$ cat src/verilog/acc_params.svh
// Constants for the converter control block: register indices, fields, timing counts.
// Assumes a plain address/strobe register port with 8-bit registers.
`ifndef ACC_PARAMS_SVH
`define ACC_PARAMS_SVH

// Register addresses
`define ACC_ADDR_CLK_CFG 4'h0
`define ACC_ADDR_REF_CFG 4'h1
`define ACC_ADDR_PWR_CFG 4'h2
`define ACC_ADDR_DAC_CFG 4'h3
`define ACC_ADDR_FIRST_CONVERTER_OUT_CODE 4'h4
`define ACC_ADDR_SECOND_CONVERTER_OUT_CODE 4'h5
`define ACC_ADDR_STATUS 4'h6
`define ACC_ADDR_RESULT 4'h7

// Reset values
`define ACC_CLK_CFG_RST 2'h0
`define ACC_SPEED_RST 2'h2
`define ACC_REF_RST 2'h0
`define ACC_CODE_RST 8'h00

// Clock select codes
`define ACC_CLK_RING 2'h0
`define ACC_CLK_ROUTED 2'h1
`define ACC_CLK_RC 2'h2
`define ACC_CLK_SERIAL 2'h3

// Reference select codes
`define ACC_REF_INTERNAL 2'h0
`define ACC_REF_RESERVED 2'h1
`define ACC_REF_QUARTER 2'h2
`define ACC_REF_NONE 2'h3

// Conversion timing in converter clock cycles
`define ACC_CONV_CYCLES 5'h10
`define ACC_SER_START 5'h06
`define ACC_PAR_START 5'h0A
`define ACC_RESULT_BITS 4'h8

// Power-on times in ns, and cycles at the 100 ns system clock
`define ACC_CLK_PERIOD_NS 100
`define ACC_SLOW_ON_NS 500000
`define ACC_FAST_ON_NS 5000
`define ACC_SLOW_ON_CYC (`ACC_SLOW_ON_NS / `ACC_CLK_PERIOD_NS)
`define ACC_FAST_ON_CYC (`ACC_FAST_ON_NS / `ACC_CLK_PERIOD_NS)

`endif

$ cat src/verilog/acc_pkg.sv
// Types shared by the converter control block.
// Assumes acc_params.svh holds every number but the state encodings and code width below.
package acc_pkg;
	typedef enum logic [3:0] {
		ACC_IDLE = 4'b0001,
		ACC_WAIT = 4'b0010,
		ACC_SHIFT = 4'b0100,
		ACC_DONE = 4'b1000
	} acc_conv_e;
	typedef logic [7:0] acc_code_t;
endpackage

$ cat src/verilog/acc_converter_control.sv
// Converter control: clock and reference select, power sequencing, result output, DACs.
// Assumes one system clock; converter clock arrives as synchronous sampled inputs.
// Functional notes
// - Two-bit select picks ring, routed, RC or serial-port clock as converter clock.
// - One conversion spans sixteen converter clock cycles; a parallel conversion here spans nineteen.
// - High power-down request powers down converter and gain stage.
// - Force bit clear: request switches whole analog macrocell, slow power-on.
// - Force bit set: request switches converter core only, fast power-on.
// - First power-on about 500 us; later core-only power-on under 5 us.
// - Serial result bits start six converter clocks after the request.
// - Parallel result starts ten converter clocks after the request.
// - Both paths give eight result bits over sixteen clocks, serially shiftable; the parallel result here stays valid until clock eighteen.
// - Reference select: 00 internal, 10 quarter supply, 01 reserved, 11 none.
// - Each DAC has a power enable, 1 powered; the second DAC powers only while the first DAC's enable is also set.
// - First DAC input select: 0 register code, 1 comparator-unit input.
// - Second DAC input select: 0 comparator negative input, 1 register code.
// - First DAC code maps linearly, 00 to 0 V, FF to 1 V.
// - Second DAC code maps reference bottom to reference top.
// - Enabling converter powers the gain stage too.
`include "acc_params.svh"

module acc_converter_control #(
	parameter int SLOW_ON_CYCLES = `ACC_SLOW_ON_CYC,
	parameter int FAST_ON_CYCLES = `ACC_FAST_ON_CYC
) (
	input wire logic core_clk_i,
	input wire logic rst_i,
	input wire logic [3:0] reg_addr_i,
	input wire logic [7:0] reg_wdata_i,
	input wire logic reg_write_i,
	input wire logic reg_read_i,
	output logic [7:0] reg_rdata_o,
	input wire logic ring_osc_i,
	input wire logic routed_clock_input_i,
	input wire logic rc_osc_i,
	input wire logic serial_port_clk_i,
	input wire logic power_down_route_i,
	input wire logic parallel_mode_i,
	input wire logic [7:0] sample_code_i,
	input wire acc_pkg::acc_code_t comparator_unit_in_i,
	input wire acc_pkg::acc_code_t comparator_unit_neg_i,
	output logic converter_clk_o,
	output logic [1:0] reference_sel_o,
	output logic converter_power_o,
	output logic gain_stage_power_o,
	output logic analog_macro_power_o,
	output logic converter_ready_o,
	output logic serial_result_out_o,
	output logic serial_valid_o,
	output acc_pkg::acc_code_t parallel_result_out_o,
	output logic parallel_valid_o,
	output logic first_converter_power_o,
	output logic second_converter_power_o,
	output acc_pkg::acc_code_t first_converter_out_o,
	output acc_pkg::acc_code_t second_converter_out_o
);
	import acc_pkg::*;

	// ----------------------------------------------------------------
	// Configuration registers
	// ----------------------------------------------------------------
	logic [1:0] converter_clock_select;
	logic [1:0] converter_speed_select;
	logic [1:0] reference_source_select;
	logic wake_sleep_enable;
	logic force_analog_on;
	logic first_dac_power;
	logic second_dac_power;
	logic first_dac_input_select;
	logic second_dac_input_select;
	acc_code_t first_dac_code;
	acc_code_t second_dac_code;
	acc_code_t result;

	always_ff @(posedge core_clk_i) begin
		if (rst_i) begin
			converter_clock_select <= `ACC_CLK_CFG_RST;
			converter_speed_select <= `ACC_SPEED_RST;
			reference_source_select <= `ACC_REF_RST;
			wake_sleep_enable <= 1'b0;
			force_analog_on <= 1'b0;
			first_dac_power <= 1'b0;
			second_dac_power <= 1'b0;
			first_dac_input_select <= 1'b0;
			second_dac_input_select <= 1'b0;
			first_dac_code <= `ACC_CODE_RST;
			second_dac_code <= `ACC_CODE_RST;
		end else if (reg_write_i) begin
			unique case (reg_addr_i)
				`ACC_ADDR_CLK_CFG: begin
					converter_clock_select <= reg_wdata_i[1:0];
					converter_speed_select <= reg_wdata_i[3:2];
				end
				`ACC_ADDR_REF_CFG: reference_source_select <= reg_wdata_i[1:0];
				`ACC_ADDR_PWR_CFG: begin
					wake_sleep_enable <= reg_wdata_i[0];
					force_analog_on <= reg_wdata_i[1];
				end
				`ACC_ADDR_DAC_CFG: begin
					first_dac_power <= reg_wdata_i[0];
					second_dac_power <= reg_wdata_i[1];
					first_dac_input_select <= reg_wdata_i[2];
					second_dac_input_select <= reg_wdata_i[3];
				end
				`ACC_ADDR_FIRST_CONVERTER_OUT_CODE: first_dac_code <= reg_wdata_i;
				`ACC_ADDR_SECOND_CONVERTER_OUT_CODE: second_dac_code <= reg_wdata_i;
				default: ;
			endcase
		end
	end

	// ----------------------------------------------------------------
	// Converter clock select and synchronisers
	// ----------------------------------------------------------------
	logic sel_clk;
	always_comb begin
		unique case (converter_clock_select)
			`ACC_CLK_RING: sel_clk = ring_osc_i;
			`ACC_CLK_ROUTED: sel_clk = routed_clock_input_i;
			`ACC_CLK_RC: sel_clk = rc_osc_i;
			`ACC_CLK_SERIAL: sel_clk = serial_port_clk_i;
		endcase
	end
	assign converter_clk_o = sel_clk;

	logic clk_q;
	logic clk_rise;
	always_ff @(posedge core_clk_i) begin
		if (rst_i) begin
			clk_q <= 1'b0;
		end else begin
			clk_q <= sel_clk;
		end
	end
	assign clk_rise = sel_clk & ~clk_q;

	// Request sampled on converter clock rising edges
	logic pd_meta;
	logic pd_sync;
	always_ff @(posedge core_clk_i) begin
		if (rst_i) begin
			pd_meta <= 1'b0;
			pd_sync <= 1'b0;
		end else if (clk_rise) begin
			pd_meta <= power_down_route_i;
			pd_sync <= pd_meta;
		end
	end

	// ----------------------------------------------------------------
	// Power sequencing
	// ----------------------------------------------------------------
	logic macro_on;
	logic ever_on;
	logic [31:0] on_cnt;
	always_comb begin
		converter_power_o = ~pd_sync;
		gain_stage_power_o = ~pd_sync;
		macro_on = force_analog_on | ~pd_sync;
	end
	assign analog_macro_power_o = macro_on;
	assign reference_sel_o = reference_source_select;

	always_ff @(posedge core_clk_i) begin
		if (rst_i) begin
			on_cnt <= 32'h0;
			ever_on <= 1'b0;
			converter_ready_o <= 1'b0;
		end else if (pd_sync) begin
			on_cnt <= 32'h0;
			converter_ready_o <= 1'b0;
			if (!macro_on) begin
				ever_on <= 1'b0;
			end
		end else if (!converter_ready_o) begin
			on_cnt <= on_cnt + 32'h1;
			if (on_cnt + 32'h1 >= 32'(ever_on ? FAST_ON_CYCLES : SLOW_ON_CYCLES)) begin
				converter_ready_o <= 1'b1;
				ever_on <= 1'b1;
			end
		end
	end

	// ----------------------------------------------------------------
	// Conversion sequence
	// ----------------------------------------------------------------
	acc_conv_e state;
	acc_conv_e next_state;
	logic pd_prev;
	logic [4:0] cyc;
	logic [3:0] bit_idx;
	logic par_mode;
	acc_code_t shreg;
	logic [4:0] start_cyc;
	logic shift_bit;

	assign start_cyc = par_mode ? `ACC_PAR_START : `ACC_SER_START;

	// Top bit leaves before the first shift; later bits trail the shifter by one
	assign shift_bit = (state == ACC_SHIFT) ? shreg[6] : shreg[7];

	always_comb begin
		next_state = state;
		unique case (state)
			ACC_IDLE: if (pd_sync & ~pd_prev) next_state = ACC_WAIT;
			ACC_WAIT: if (cyc == start_cyc - 5'h1) next_state = ACC_SHIFT;
			ACC_SHIFT: if (bit_idx == `ACC_RESULT_BITS - 4'h1) next_state = ACC_DONE;
			// Parallel word overruns the sixteenth edge, so end on reaching it or later
			ACC_DONE: if (cyc >= `ACC_CONV_CYCLES - 5'h1) next_state = ACC_IDLE;
			default: next_state = ACC_IDLE;
		endcase
	end

	always_ff @(posedge core_clk_i) begin
		if (rst_i) begin
			state <= ACC_IDLE;
			pd_prev <= 1'b0;
			cyc <= 5'h0;
			bit_idx <= 4'h0;
			par_mode <= 1'b0;
			shreg <= `ACC_CODE_RST;
		end else if (clk_rise) begin
			state <= next_state;
			pd_prev <= pd_sync;
			if (state == ACC_IDLE) begin
				cyc <= 5'h0;
				bit_idx <= 4'h0;
				par_mode <= parallel_mode_i;
				shreg <= sample_code_i;
			end else begin
				cyc <= cyc + 5'h1;
				if (state == ACC_SHIFT) begin
					bit_idx <= bit_idx + 4'h1;
					shreg <= {shreg[6:0], 1'b0};
				end
			end
		end
	end

	always_ff @(posedge core_clk_i) begin
		if (rst_i) begin
			serial_result_out_o <= 1'b0;
			serial_valid_o <= 1'b0;
			parallel_result_out_o <= `ACC_CODE_RST;
			parallel_valid_o <= 1'b0;
			result <= `ACC_CODE_RST;
		end else if (clk_rise) begin
			serial_valid_o <= (next_state == ACC_SHIFT) & ~par_mode;
			serial_result_out_o <= (next_state == ACC_SHIFT) ? shift_bit : 1'b0;
			parallel_valid_o <= (next_state == ACC_SHIFT) & par_mode;
			if (state == ACC_WAIT && next_state == ACC_SHIFT) begin
				parallel_result_out_o <= shreg;
				result <= shreg;
			end
		end
	end

	// ----------------------------------------------------------------
	// DAC paths
	// ----------------------------------------------------------------
	always_ff @(posedge core_clk_i) begin
		if (rst_i) begin
			first_converter_power_o <= 1'b0;
			second_converter_power_o <= 1'b0;
			first_converter_out_o <= `ACC_CODE_RST;
			second_converter_out_o <= `ACC_CODE_RST;
		end else begin
			first_converter_power_o <= first_dac_power;
			second_converter_power_o <= first_dac_power & second_dac_power;
			first_converter_out_o <= first_dac_input_select ?
				comparator_unit_in_i : first_dac_code;
			second_converter_out_o <= second_dac_input_select ?
				second_dac_code : comparator_unit_neg_i;
		end
	end

	// ----------------------------------------------------------------
	// Register read port
	// ----------------------------------------------------------------
	always_ff @(posedge core_clk_i) begin
		if (rst_i) begin
			reg_rdata_o <= 8'h00;
		end else if (reg_read_i) begin
			unique case (reg_addr_i)
				`ACC_ADDR_CLK_CFG: reg_rdata_o <= {4'h0, converter_speed_select,
					converter_clock_select};
				`ACC_ADDR_REF_CFG: reg_rdata_o <= {6'h00, reference_source_select};
				`ACC_ADDR_PWR_CFG: reg_rdata_o <= {6'h00, force_analog_on, wake_sleep_enable};
				`ACC_ADDR_DAC_CFG: reg_rdata_o <= {4'h0, second_dac_input_select,
					first_dac_input_select, second_dac_power, first_dac_power};
				`ACC_ADDR_FIRST_CONVERTER_OUT_CODE: reg_rdata_o <= first_dac_code;
				`ACC_ADDR_SECOND_CONVERTER_OUT_CODE: reg_rdata_o <= second_dac_code;
				`ACC_ADDR_STATUS: reg_rdata_o <= {4'h0, state != ACC_IDLE,
					converter_ready_o, macro_on, pd_sync};
				`ACC_ADDR_RESULT: reg_rdata_o <= result;
				default: reg_rdata_o <= 8'h00;
			endcase
		end else begin
			reg_rdata_o <= 8'h00;
		end
	end
endmodule // acc_converter_control

$ cat config.mk
export PLATFORM = sky130hd
export DESIGN_NAME = acc_converter_control
export DESIGN_NICKNAME = d
export VERILOG_FILES = /design/src/verilog/acc_pkg.sv /design/src/verilog/acc_converter_control.sv
export VERILOG_INCLUDE_DIRS = /design/src /design/src/verilog
export SDC_FILE = /design/constraint.sdc
export NUM_CORES = 1
export LEC_CHECK = 0
export BUFFER_PORTS_ARGS = -buffer_cell sky130_fd_sc_hd__buf_2
export CORE_MARGIN = 3
export CORE_UTILIZATION = 45
export CTS_CLUSTER_SIZE = 12
export DETAILED_ROUTE_END_ITERATION = 16
export PLACE_DENSITY = 0.68
export SLEW_MARGIN = 20
export SYNTH_ARGS = -nofsm -noshare
export SYNTH_HDL_FRONTEND = slang
export SYNTH_SLANG_ARGS = --single-unit
export TNS_END_PERCENT = 50
$ cat constraint.sdc
create_clock -name core_clk_i -period 6.3 [get_ports core_clk_i]
set_clock_uncertainty 0.05 [all_clocks]
set_input_delay 0.945 -clock core_clk_i [delete_from_list [all_inputs] [get_ports core_clk_i]]
set_output_delay 0.945 -clock core_clk_i [all_outputs]
set_load 0.02 [all_outputs]
==> flow_summary_export.csv, run 1 <==
group,metric,value,unit
floorplanning,ios,90,
drt,vias_per_cell,5.52,
power_and_ir_drop,vdd_drop_max,173,µV
logic_synthesis,synth_top_family_by_area,"simple AND/OR/NAND/NOR gates",
cells_and_area,layout-drive-gt1-share,18.5,%
grt,use_met3,5.49,%
logic_synthesis,ys_warn_count,0,
worst_setup_path,crit_path_cell_trace,"ha_1, nand4_2, nor4_4, a21boi_0, nand4b_1, a2111oi_0, a41oi_1",
worst_setup_path,rr_startpoint,"on_cnt[0]",
placed_design,dpl.hpwl,10300,µm
floorplanning,coreArea,0.0133,mm²
cells_and_area,fill_cells,1225,
floorplanning,die_area,0.0152,mm²
drt,drt_pass1_iterations,5,
timing,slew_violations,0,
logic_synthesis,synth_xor_area_share,6.95,%
logic_synthesis,yosys.area_share.simple,25.0,%
clock_network,cts_buffers,17,
logic_synthesis,synth_compound_area_share,10.8,%
logic_synthesis,yosys.area.top_type,"dfxtp_1",
grt,met2_usage,31.8,%
logic_synthesis,yosysSeqAreaShare,40.5,%
timing,setup_tns,0,ns
clock_network,insertion_delay,0.42,ns
clock_network,cts-root-buf,"clkbuf_16",
worst_hold_path,hold_class,"reg -> reg",
logic_synthesis,yosys-top-cells-count,"125 x dfxtp_1, 122 x nor2_1, 57 x nand2_1, 54 x mux2i_1, 42 x clkbuf_1",
worst_setup_path,critical_path_class,"reg -> reg",
worst_setup_path,r2r_slack,3.36,ns
cells_and_area,area_growth,17.2,%
floorplanning,die_y,123,µm
clock_network,hold_buffers,0,
logic_synthesis,synth_top_area_share,40.5,%
grt,grt_pass1_vias,5148,
placed_design,place_congestion,0.877,
power_and_ir_drop,p_total,1.93,mW
cells_and_area,fin_nets,829,
grt,grt_max_degree,42,
grt,grt_use_total,20.4,%
floorplanning,initial_core_util,46.3,%
clock_network,ctsResizeCount,0,
cells_and_area,final_core_util,54.2,%
flow_run,max_cap_viol_count,0,
timing,setup_viol_count_final,0,
worst_setup_path,cp-startpoint,"on_cnt[0]",
worst_setup_path,cp-start-kind,"register",
grt,antenna_found_initial,0,
drt,wl_per_cell,15.2,µm
logic_synthesis,synthArstFlopShare,0,%
worst_hold_path,holdCritStartpoint,"pd_prev",
worst_setup_path,cp_slowest_cell,"a2111oi_0",
logic_synthesis,ys_types,69,
logic_synthesis,syn_inst,717,
worst_setup_path,end_kind,"register",
drt,dr.first_iter.drc_count,281,
grt,grt_pass1_wl,24900,µm
timing,max_slew_margin,32.3,%
power_and_ir_drop,pwr_density_cell,267,mW/mm²
logic_synthesis,synth_seq_cells,125,
clock_network,cts_htree_levels,4,
clock_network,clk_pin_slew,0.06,ns
logic_synthesis,syn-num-nets,776,
floorplanning,die_w,123,µm
logic_synthesis,synth_edf_count,0,
drt,antenna_left,0,
cells_and_area,n_antenna_cell,0,
clock_network,post-cts-setup-buffer-count,0,
logic_synthesis,synth_most_common_cell,"dfxtp_1",
run_status,outcome,"complete, no violations",
clock_network,cts_num_sinks,125,
grt,busiest_layer,"met2",
worst_setup_path,cp.arrival,3.15,ns
logic_synthesis,synthTopCellsByArea,"dfxtp_1 41%, mux2i_1 8.8%, nor2_1 7.4%",
logic_synthesis,muxShareOfSynthArea,9.67,%
timing,fin_crit,2.94,ns
drt,route.detailed.drc,0,
worst_setup_path,worstPathRequired,6.51,ns
placed_design,io_buffers,89,
clock_network,cts_tree,"done",
timing,finalHoldViolations,0,
power_and_ir_drop,p_leak,2.83,nW
grt,grt.overflow.total,0,
timing,fmax,0.340,GHz
drt,num_vias,5289,
worst_setup_path,critPathMaxStageDelay,0.70,ns
logic_synthesis,syn-cell-area,0.00617,mm²
grt,grt.met1_usage,27.5,%
logic_synthesis,avgSynthCellArea,8.61,µm²
worst_setup_path,cp_num_buf_inv,0,
logic_synthesis,synth_ff_type,"dfxtp_1",
logic_synthesis,synthAdderAreaFrac,2.63,%
drt,wirelength,14600,µm
timing,tightest_slew,1.01,ns
worst_setup_path,critPathTopFamily,"compound AO/OA/AOI/OAI gates",
timing,rsz0062_at_grt,"false",
clock_network,clockBufferDepth,2,
floorplanning,row_count,42,
worst_setup_path,critical_path.max_fanout,8,
timing,fin_crit_sh,46.6,%
## cell type report
cell class / instances / area, µm² / share of cell area (%)
clock inverter: 12 / 136 / 1.88
clock buffer: 20 / 457 / 6.31
sequential: 125 / 2500 / 34.6
inverter: 12 / 45.0 / 0.623
timing repair buffer: 91 / 460 / 6.36
tap: 176 / 220 / 3.04
multi-input combinational: 523 / 3410 / 47.2
## registers in the layout (all words and copies together) (netlist names), 4 cells and up
register                flops
bit_idx                     4
cyc                         5
first_converter_out_o       8
first_dac_code              8
on_cnt                     32
reg_rdata_o                 8
result                      8
second_converter_out_o      8
second_dac_code             8
shreg                       8
state                       4
## stage by stage
stage | instances | cell area [µm²] | hold WS (ns) | setup WS [ns]
floorplan | 717 | 6170 | 0.381 | 3.65
global placement | 927 | 6630 | 0.392 | 3.10
detailed placement | 927 | 6630 | 0.401 | 2.99
CTS | 959 | 7230 | 0.409 | 3.34
global route | 959 | 7240 | 0.416 | 2.93
finish | 959 | 7240 | 0.412 | 3.36
## cell families (layout without fill, tap and decap cells)
kind of cell / count (synthesis) / after routing
muxes: 58 / 58
AOI/OAI and AO/OA: 95 / 95
DFF: 125 / 125
xor gates and xnor gates: 49 / 49
buffers and inverters: 69 / 135
adders and majority gates: 13 / 13
and+or+nand+nor: 308 / 308
## cell usage in the layout, fill, tap and decap left out, types with 9 or more instances in the layout
cell       netlist  layout
dfxtp_1        125     125
nor2_1         122     122
buf_2            8      89
nand2_1         57      57
mux2i_1         54      54
a21oi_1         28      28
xnor2_1         26      26
nand3_1         23      23
xor2_1          23      23
nor3_1          18      18
clkbuf_16        0      17
nand4_1         15      15
o21ai_0         14      14
ha_1            13      13
inv_1           12      12
a311oi_1        11      11
or3_1           10      10
nor2b_1          9       9
## tightest hold or removal path, cell delays in order (launching register included)
cell and delay (ns):
dfxtp_1 0.31, nand2_1 0.05, a21oi_1 0.05
## worst paths after layout
path	endpoint	cells after the start
hold / removal	pd_prev	2
hold reg to reg	pd_prev	2
setup / recovery	converter_ready_o	7
setup reg to reg	converter_ready_o	7
## per-layer routing
metal  wire length [µm]  share of wire [%]  up-vias
met2               6790                 47      131
met1               6880                 47     2526
met4                193                1.3        0
met5                  0                  0        -
li1                   -                  -     2617
met3                728                5.0       15
## power breakdown
group | internal [mW] | switching, mW
sequential | 0.810 | 0.0200
combinational | 0.0468 | 0.0778
clock | 0.606 | 0.368
No activity file was read; power rests on OpenSTA's default activity.
==> run 2, diff against run 1 <==
Clock period 6.3 ns to 2.95 ns, I/O delays scaled along.
==> run 2 against run 1 <==
Effect of this change:
- largest cell class unchanged
- utilization up 0.63 points
- global-route usage down 0.21 points
- via count up 1.5%
- non-clock buffer count up 8
- worst setup slack worse by 3.2 ns
- cell area up 1.2%
- die area unchanged
- clock power up 120%
- routed wire length up 1.9%
- sequential power up 110%
- sequential share of layout area down 0.38 points
- flip-flop and latch count unchanged
==> flow_summary_export.csv, run 2 (same netlist as run 1, synthesis figures left out) <==
group,metric,value,unit
run_status,outcome,"complete, no violations",
worst_setup_path,cp-start-kind,"register",
clock_network,clk_pin_slew,0.06,ns
grt,antenna_found_initial,0,
floorplanning,initial_core_util,46.3,%
drt,route.detailed.drc,0,
power_and_ir_drop,vdd_drop_max,353,µV
timing,fin_crit_sh,94.6,%
grt,grt_use_total,20.2,%
timing,finalHoldViolations,0,
worst_setup_path,end_kind,"register",
placed_design,place_congestion,0.868,
cells_and_area,area_growth,18.5,%
worst_setup_path,critical_path_class,"reg -> reg",
clock_network,post-cts-setup-buffer-count,0,
cells_and_area,layout-drive-gt1-share,19.7,%
drt,num_vias,5368,
clock_network,cts_num_sinks,125,
clock_network,cts_htree_levels,4,
power_and_ir_drop,pwr_density_cell,573,mW/mm²
floorplanning,die_area,0.0152,mm²
timing,slew_violations,0,
drt,wirelength,14900,µm
power_and_ir_drop,p_leak,2.88,nW
timing,tightest_slew,0.924,ns
cells_and_area,largest_register_ffs,32,
timing,rsz0062_at_grt,"false",
cells_and_area,n_antenna_cell,0,
flow_run,max_cap_viol_count,0,
clock_network,cts_buffers,17,
drt,antenna_left,0,
clock_network,cts_tree,"done",
cells_and_area,largest_register,"on_cnt",
worst_setup_path,critical_path.max_fanout,6,
floorplanning,die_y,123,µm
timing,setup_tns,0,ns
grt,grt_pass1_vias,5056,
worst_setup_path,worstPathRequired,3.15,ns
placed_design,placedInstanceArea,0.00669,mm²
drt,drt_pass1_iterations,5,
worst_hold_path,holdCritStartpoint,"comparator_unit_neg_i[6]",
cells_and_area,layout_commonest_cell,"dfxtp_1",
grt,grt_max_degree,35,
timing,fmax,0.358,GHz
floorplanning,row_count,42,
drt,wl_per_cell,15.4,µm
timing,setup_viol_count_final,0,
clock_network,clockBufferDepth,2,
floorplanning,die_w,123,µm
cells_and_area,final_core_util,54.8,%
worst_setup_path,cp-startpoint,"on_cnt[1]",
placed_design,dpl.hpwl,10600,µm
worst_hold_path,hold_class,"in -> reg",
cells_and_area,final_cell_mix,"124 x dfxtp_1, 122 x nor2_1, 89 x buf_2",
timing,fin_crit,2.79,ns
timing,max_slew_margin,38.3,%
floorplanning,coreArea,0.0133,mm²
worst_setup_path,rr_startpoint,"on_cnt[1]",
cells_and_area,fin_nets,837,
power_and_ir_drop,p_total,4.19,mW
floorplanning,ios,90,
drt,vias_per_cell,5.56,
clock_network,cts-root-buf,"clkbuf_16",
timing,hold_slack,0.214,ns
worst_setup_path,cp.arrival,2.99,ns
grt,grt_pass1_wl,24500,µm
cells_and_area,final_cell_area,0.00732,mm²
clock_network,insertion_delay,0.41,ns
grt,grt.overflow.total,0,
drt,dr.first_iter.drc_count,367,
placed_design,io_buffers,89,
clock_network,hold_buffers,0,
[run 2: cell types whose count changed in the layout (fill, tap and decap cells not counted), sizes merged]
cell / delta
inv: +3
clkinv: -2
bufinv: +1
buf: +8
clkbuf: -3
[run 2: area by class of cell]
| type | count | area [µm²] |
|---|---|---|
| fill | 1214 | 6030 |
| timing repair buffer | 99 | 520 |
| tap | 176 | 220 |
| inverter | 12 | 45.0 |
| multi-input combinational | 523 | 3420 |
| clock buffer | 17 | 425 |
| clock inverter | 14 | 184 |
| sequential | 125 | 2500 |
[run 2: worst max-delay path: stages, from the launching register on]
cell and delay (ns):
dfxtp_1 0.41, ha_2 0.28, nand4_2 0.18, or2_4 0.31, nor2_1 0.13, xor2_1 0.18
ha_1 0.27, o2111a_1 0.12, a21o_1 0.18, a2111oi_4 0.35, a41oi_1 0.17
[run 2: repair_timing]
item	4_1_cts	5_1_grt
resized for setup	0	4
setup endpoints to repair	0	2
hold endpoints to repair	0	0
[run 2: final timing paths]
kind | endpoint | slack (ns) | cells past startpoint
worst max-delay path | converter_ready_o | 0.16 | 10
worst min-delay path | second_converter_out_o[6] | 0.21 | 3
worst max register to register | converter_ready_o | 0.16 | 10
worst min register to register | converter_speed_select[1] | 0.41 | 1
[run 2: per-stage QoR]
step,worst slack (ns),instances
floorplan,0.302,717
global placement,0.191,935
detailed placement,0.0771,935
CTS,0.0461,966
global route,0.00223,966
finish,0.160,966
[run 2: per-layer routing]
layer  global-route usage, %  vias up  share of wire [%]
li1                        -     2645                  -
met1                    27.6     2562                 47
met2                    32.0      148                 46
met3                    4.30       13                5.1
met4                    6.51        0                1.2
met5                       0        -                  0
[run 2: power breakdown]
part / switching (mW) / total, mW / internal, mW
Sequential: 0.0400 / 1.77 / 1.73
Combinational: 0.173 / 0.278 / 0.106
Clock: 0.803 / 2.15 / 1.34
==> run 3, diff against run 2 <==
Settings changed: CORE_ASPECT_RATIO set to 0.5.
==> run 3 against run 2 <==
Effect of this change:
- critical path depth fell by 3
- cell area barely moved
- die area rose by 0.56%
- hold slack got worse by 0.0049 ns
- sequential power barely moved
- routed wire length fell by 4.8%
- utilization rose by 1.3 points
- clock-buffer cell count rose by 2
- via count fell by 3.1%
==> flow_summary_export.csv, run 3 (same netlist as run 1, synthesis figures left out) <==
group,metric,value,unit
run_status,outcome,"complete, no violations",
floorplanning,initial_core_util,47.4,%
floorplanning,coreArea,0.0130,mm²
drt,dr.first_iter.drc_count,206,
drt,antenna_left,0,
floorplanning,die_w,172,µm
floorplanning,ios,90,
grt,use_met3,5.09,%
cells_and_area,final_cell_mix,"122 x nor2_1, 121 x dfxtp_1, 89 x buf_2",
clock_network,clk_pin_slew,0.06,ns
worst_setup_path,worstPathRequired,3.16,ns
timing,fin_crit_sh,91.1,%
timing,setup_tns,0,ns
drt,wl_per_cell,14.7,µm
timing,slew_violations,0,
timing,finalHoldViolations,0,
grt,grt_use_total,19.2,%
worst_setup_path,cp_slowest_cell,"or4_4",
timing,fin_crit,2.69,ns
timing,max_slew_margin,45.4,%
grt,antenna_found_initial,0,
worst_setup_path,crit_path_cell_trace,"ha_4, nand4_2, nor4_4, nand2_2, or4_4, a2111oi_4, a41oi_1",
placed_design,dpl.hpwl,10000,µm
cells_and_area,largest_register_ffs,32,
worst_setup_path,critical_path.max_fanout,8,
drt,route.detailed.drc,0,
placed_design,place_congestion,0.847,
worst_setup_path,critical_path_class,"reg -> reg",
power_and_ir_drop,p_leak,2.88,nW
clock_network,cts_htree_levels,4,
clock_network,cts_buffers,17,
grt,busiest_layer,"met2",
clock_network,clockBufferDepth,2,
timing,hold_slack,0.209,ns
cells_and_area,n_antenna_cell,0,
power_and_ir_drop,pwr_density_cell,566,mW/mm²
timing,rsz0062_at_grt,"false",
worst_setup_path,cp_num_buf_inv,0,
cells_and_area,fill_cells,1184,
clock_network,cts_tree,"done",
clock_network,insertion_delay,0.42,ns
cells_and_area,area_growth,18.5,%
cells_and_area,fin_nets,839,
floorplanning,row_count,29,
grt,grt_max_degree,42,
drt,num_vias,5201,
worst_hold_path,hold_class,"in -> reg",
worst_setup_path,cp-start-kind,"register",
timing,fmax,0.372,GHz
worst_setup_path,rr_worst_depth,7,
floorplanning,die_area,0.0152,mm²
cells_and_area,largest_register,"on_cnt",
grt,grt.overflow.total,0,
timing,setup_viol_count_final,0,
worst_hold_path,hold_depth,3,
cells_and_area,layout_commonest_cell,"nor2_1",
cells_and_area,layout-drive-gt1-share,20.2,%
drt,drt_pass1_iterations,5,
worst_setup_path,critPathTopFamily,"simple AND/OR/NAND/NOR gates",
placed_design,io_buffers,89,
worst_setup_path,cp.arrival,2.89,ns
worst_setup_path,end_kind,"register",
timing,tightest_slew,0.813,ns
flow_run,max_cap_viol_count,0,
grt,met2_usage,31.3,%
drt,vias_per_cell,5.40,
worst_setup_path,cp_num_cells,7,
floorplanning,die_y,88.8,µm
grt,grt_pass1_wl,23500,µm
clock_network,cts_num_sinks,125,
worst_setup_path,critPathMaxStageDelay,0.56,ns
power_and_ir_drop,vdd_drop_max,338,µV
drt,wirelength,14200,µm
grt,grt.met1_usage,25.2,%
grt,grt_pass1_vias,4930,
clock_network,cts-root-buf,"clkbuf_16",
clock_network,post-cts-setup-buffer-count,0,
-- run 3: metal layers --
metal / wire length [µm] / share of wire [%]
met5: 0 / 0
met4: 164 / 1.2
met3: 696 / 4.9
met2: 6420 / 45
met1: 6890 / 49
-- run 3: worst register-to-register path, delay by kind of cell, from the launching register on --
family                     cells  cell delay (ns)
DFF                            1             0.41
adders and majority gates      1             0.19
and+or+nand+nor                4             1.36
AOI/OAI and AO/OA              2             0.52
-- run 3: repair_timing --
item                                    CTS  global route
hold buffers                              0             0
endpoints found under the setup margin    0             2
resized for setup                         0             6
-- run 3: final cells by class --
class / instances / area (µm²) / area share (%)
Clock buffer: 19 / 443 / 6.05
Inverter: 12 / 45.0 / 0.616
Timing Repair Buffer: 101 / 536 / 7.32
Multi-Input combinational cell: 523 / 3420 / 46.7
Clock inverter: 13 / 154 / 2.10
Sequential cell: 125 / 2510 / 34.3
Tap cell: 170 / 213 / 2.91
-- run 3: final timing paths --
kind | end | startpoint | slack, ns
max | converter_ready_o | on_cnt[0] | 0.26
min reg2reg | pd_sync | pd_meta | 0.41
min | first_converter_out_o[4] | comparator_unit_in_i[4] | 0.21
max reg2reg | converter_ready_o | on_cnt[0] | 0.26
-- run 3: per-stage QoR --
| step | cell area [µm²] | power [mW] | instances | setup slack, ns | util (%) |
|---|---|---|---|---|---|
| detailed placement | 6700 | 2.07 | 931 | 0.100 | 51.4 |
| global route | 7320 | 4.30 | 963 | 0.0321 | 56.2 |
| floorplan | 6170 | 1.98 | 717 | 0.302 | - |
| CTS | 7300 | 4.18 | 963 | 0.0845 | 56.0 |
| global placement | 6700 | 2.07 | 931 | 0.181 | 51.4 |
| finish | 7320 | 4.14 | 963 | 0.263 | 56.2 |
-- run 3: power by group --
part | switching [mW] | internal [mW]
clock | 0.820 | 1.28
sequential | 0.0409 | 1.73
combinational | 0.164 | 0.105
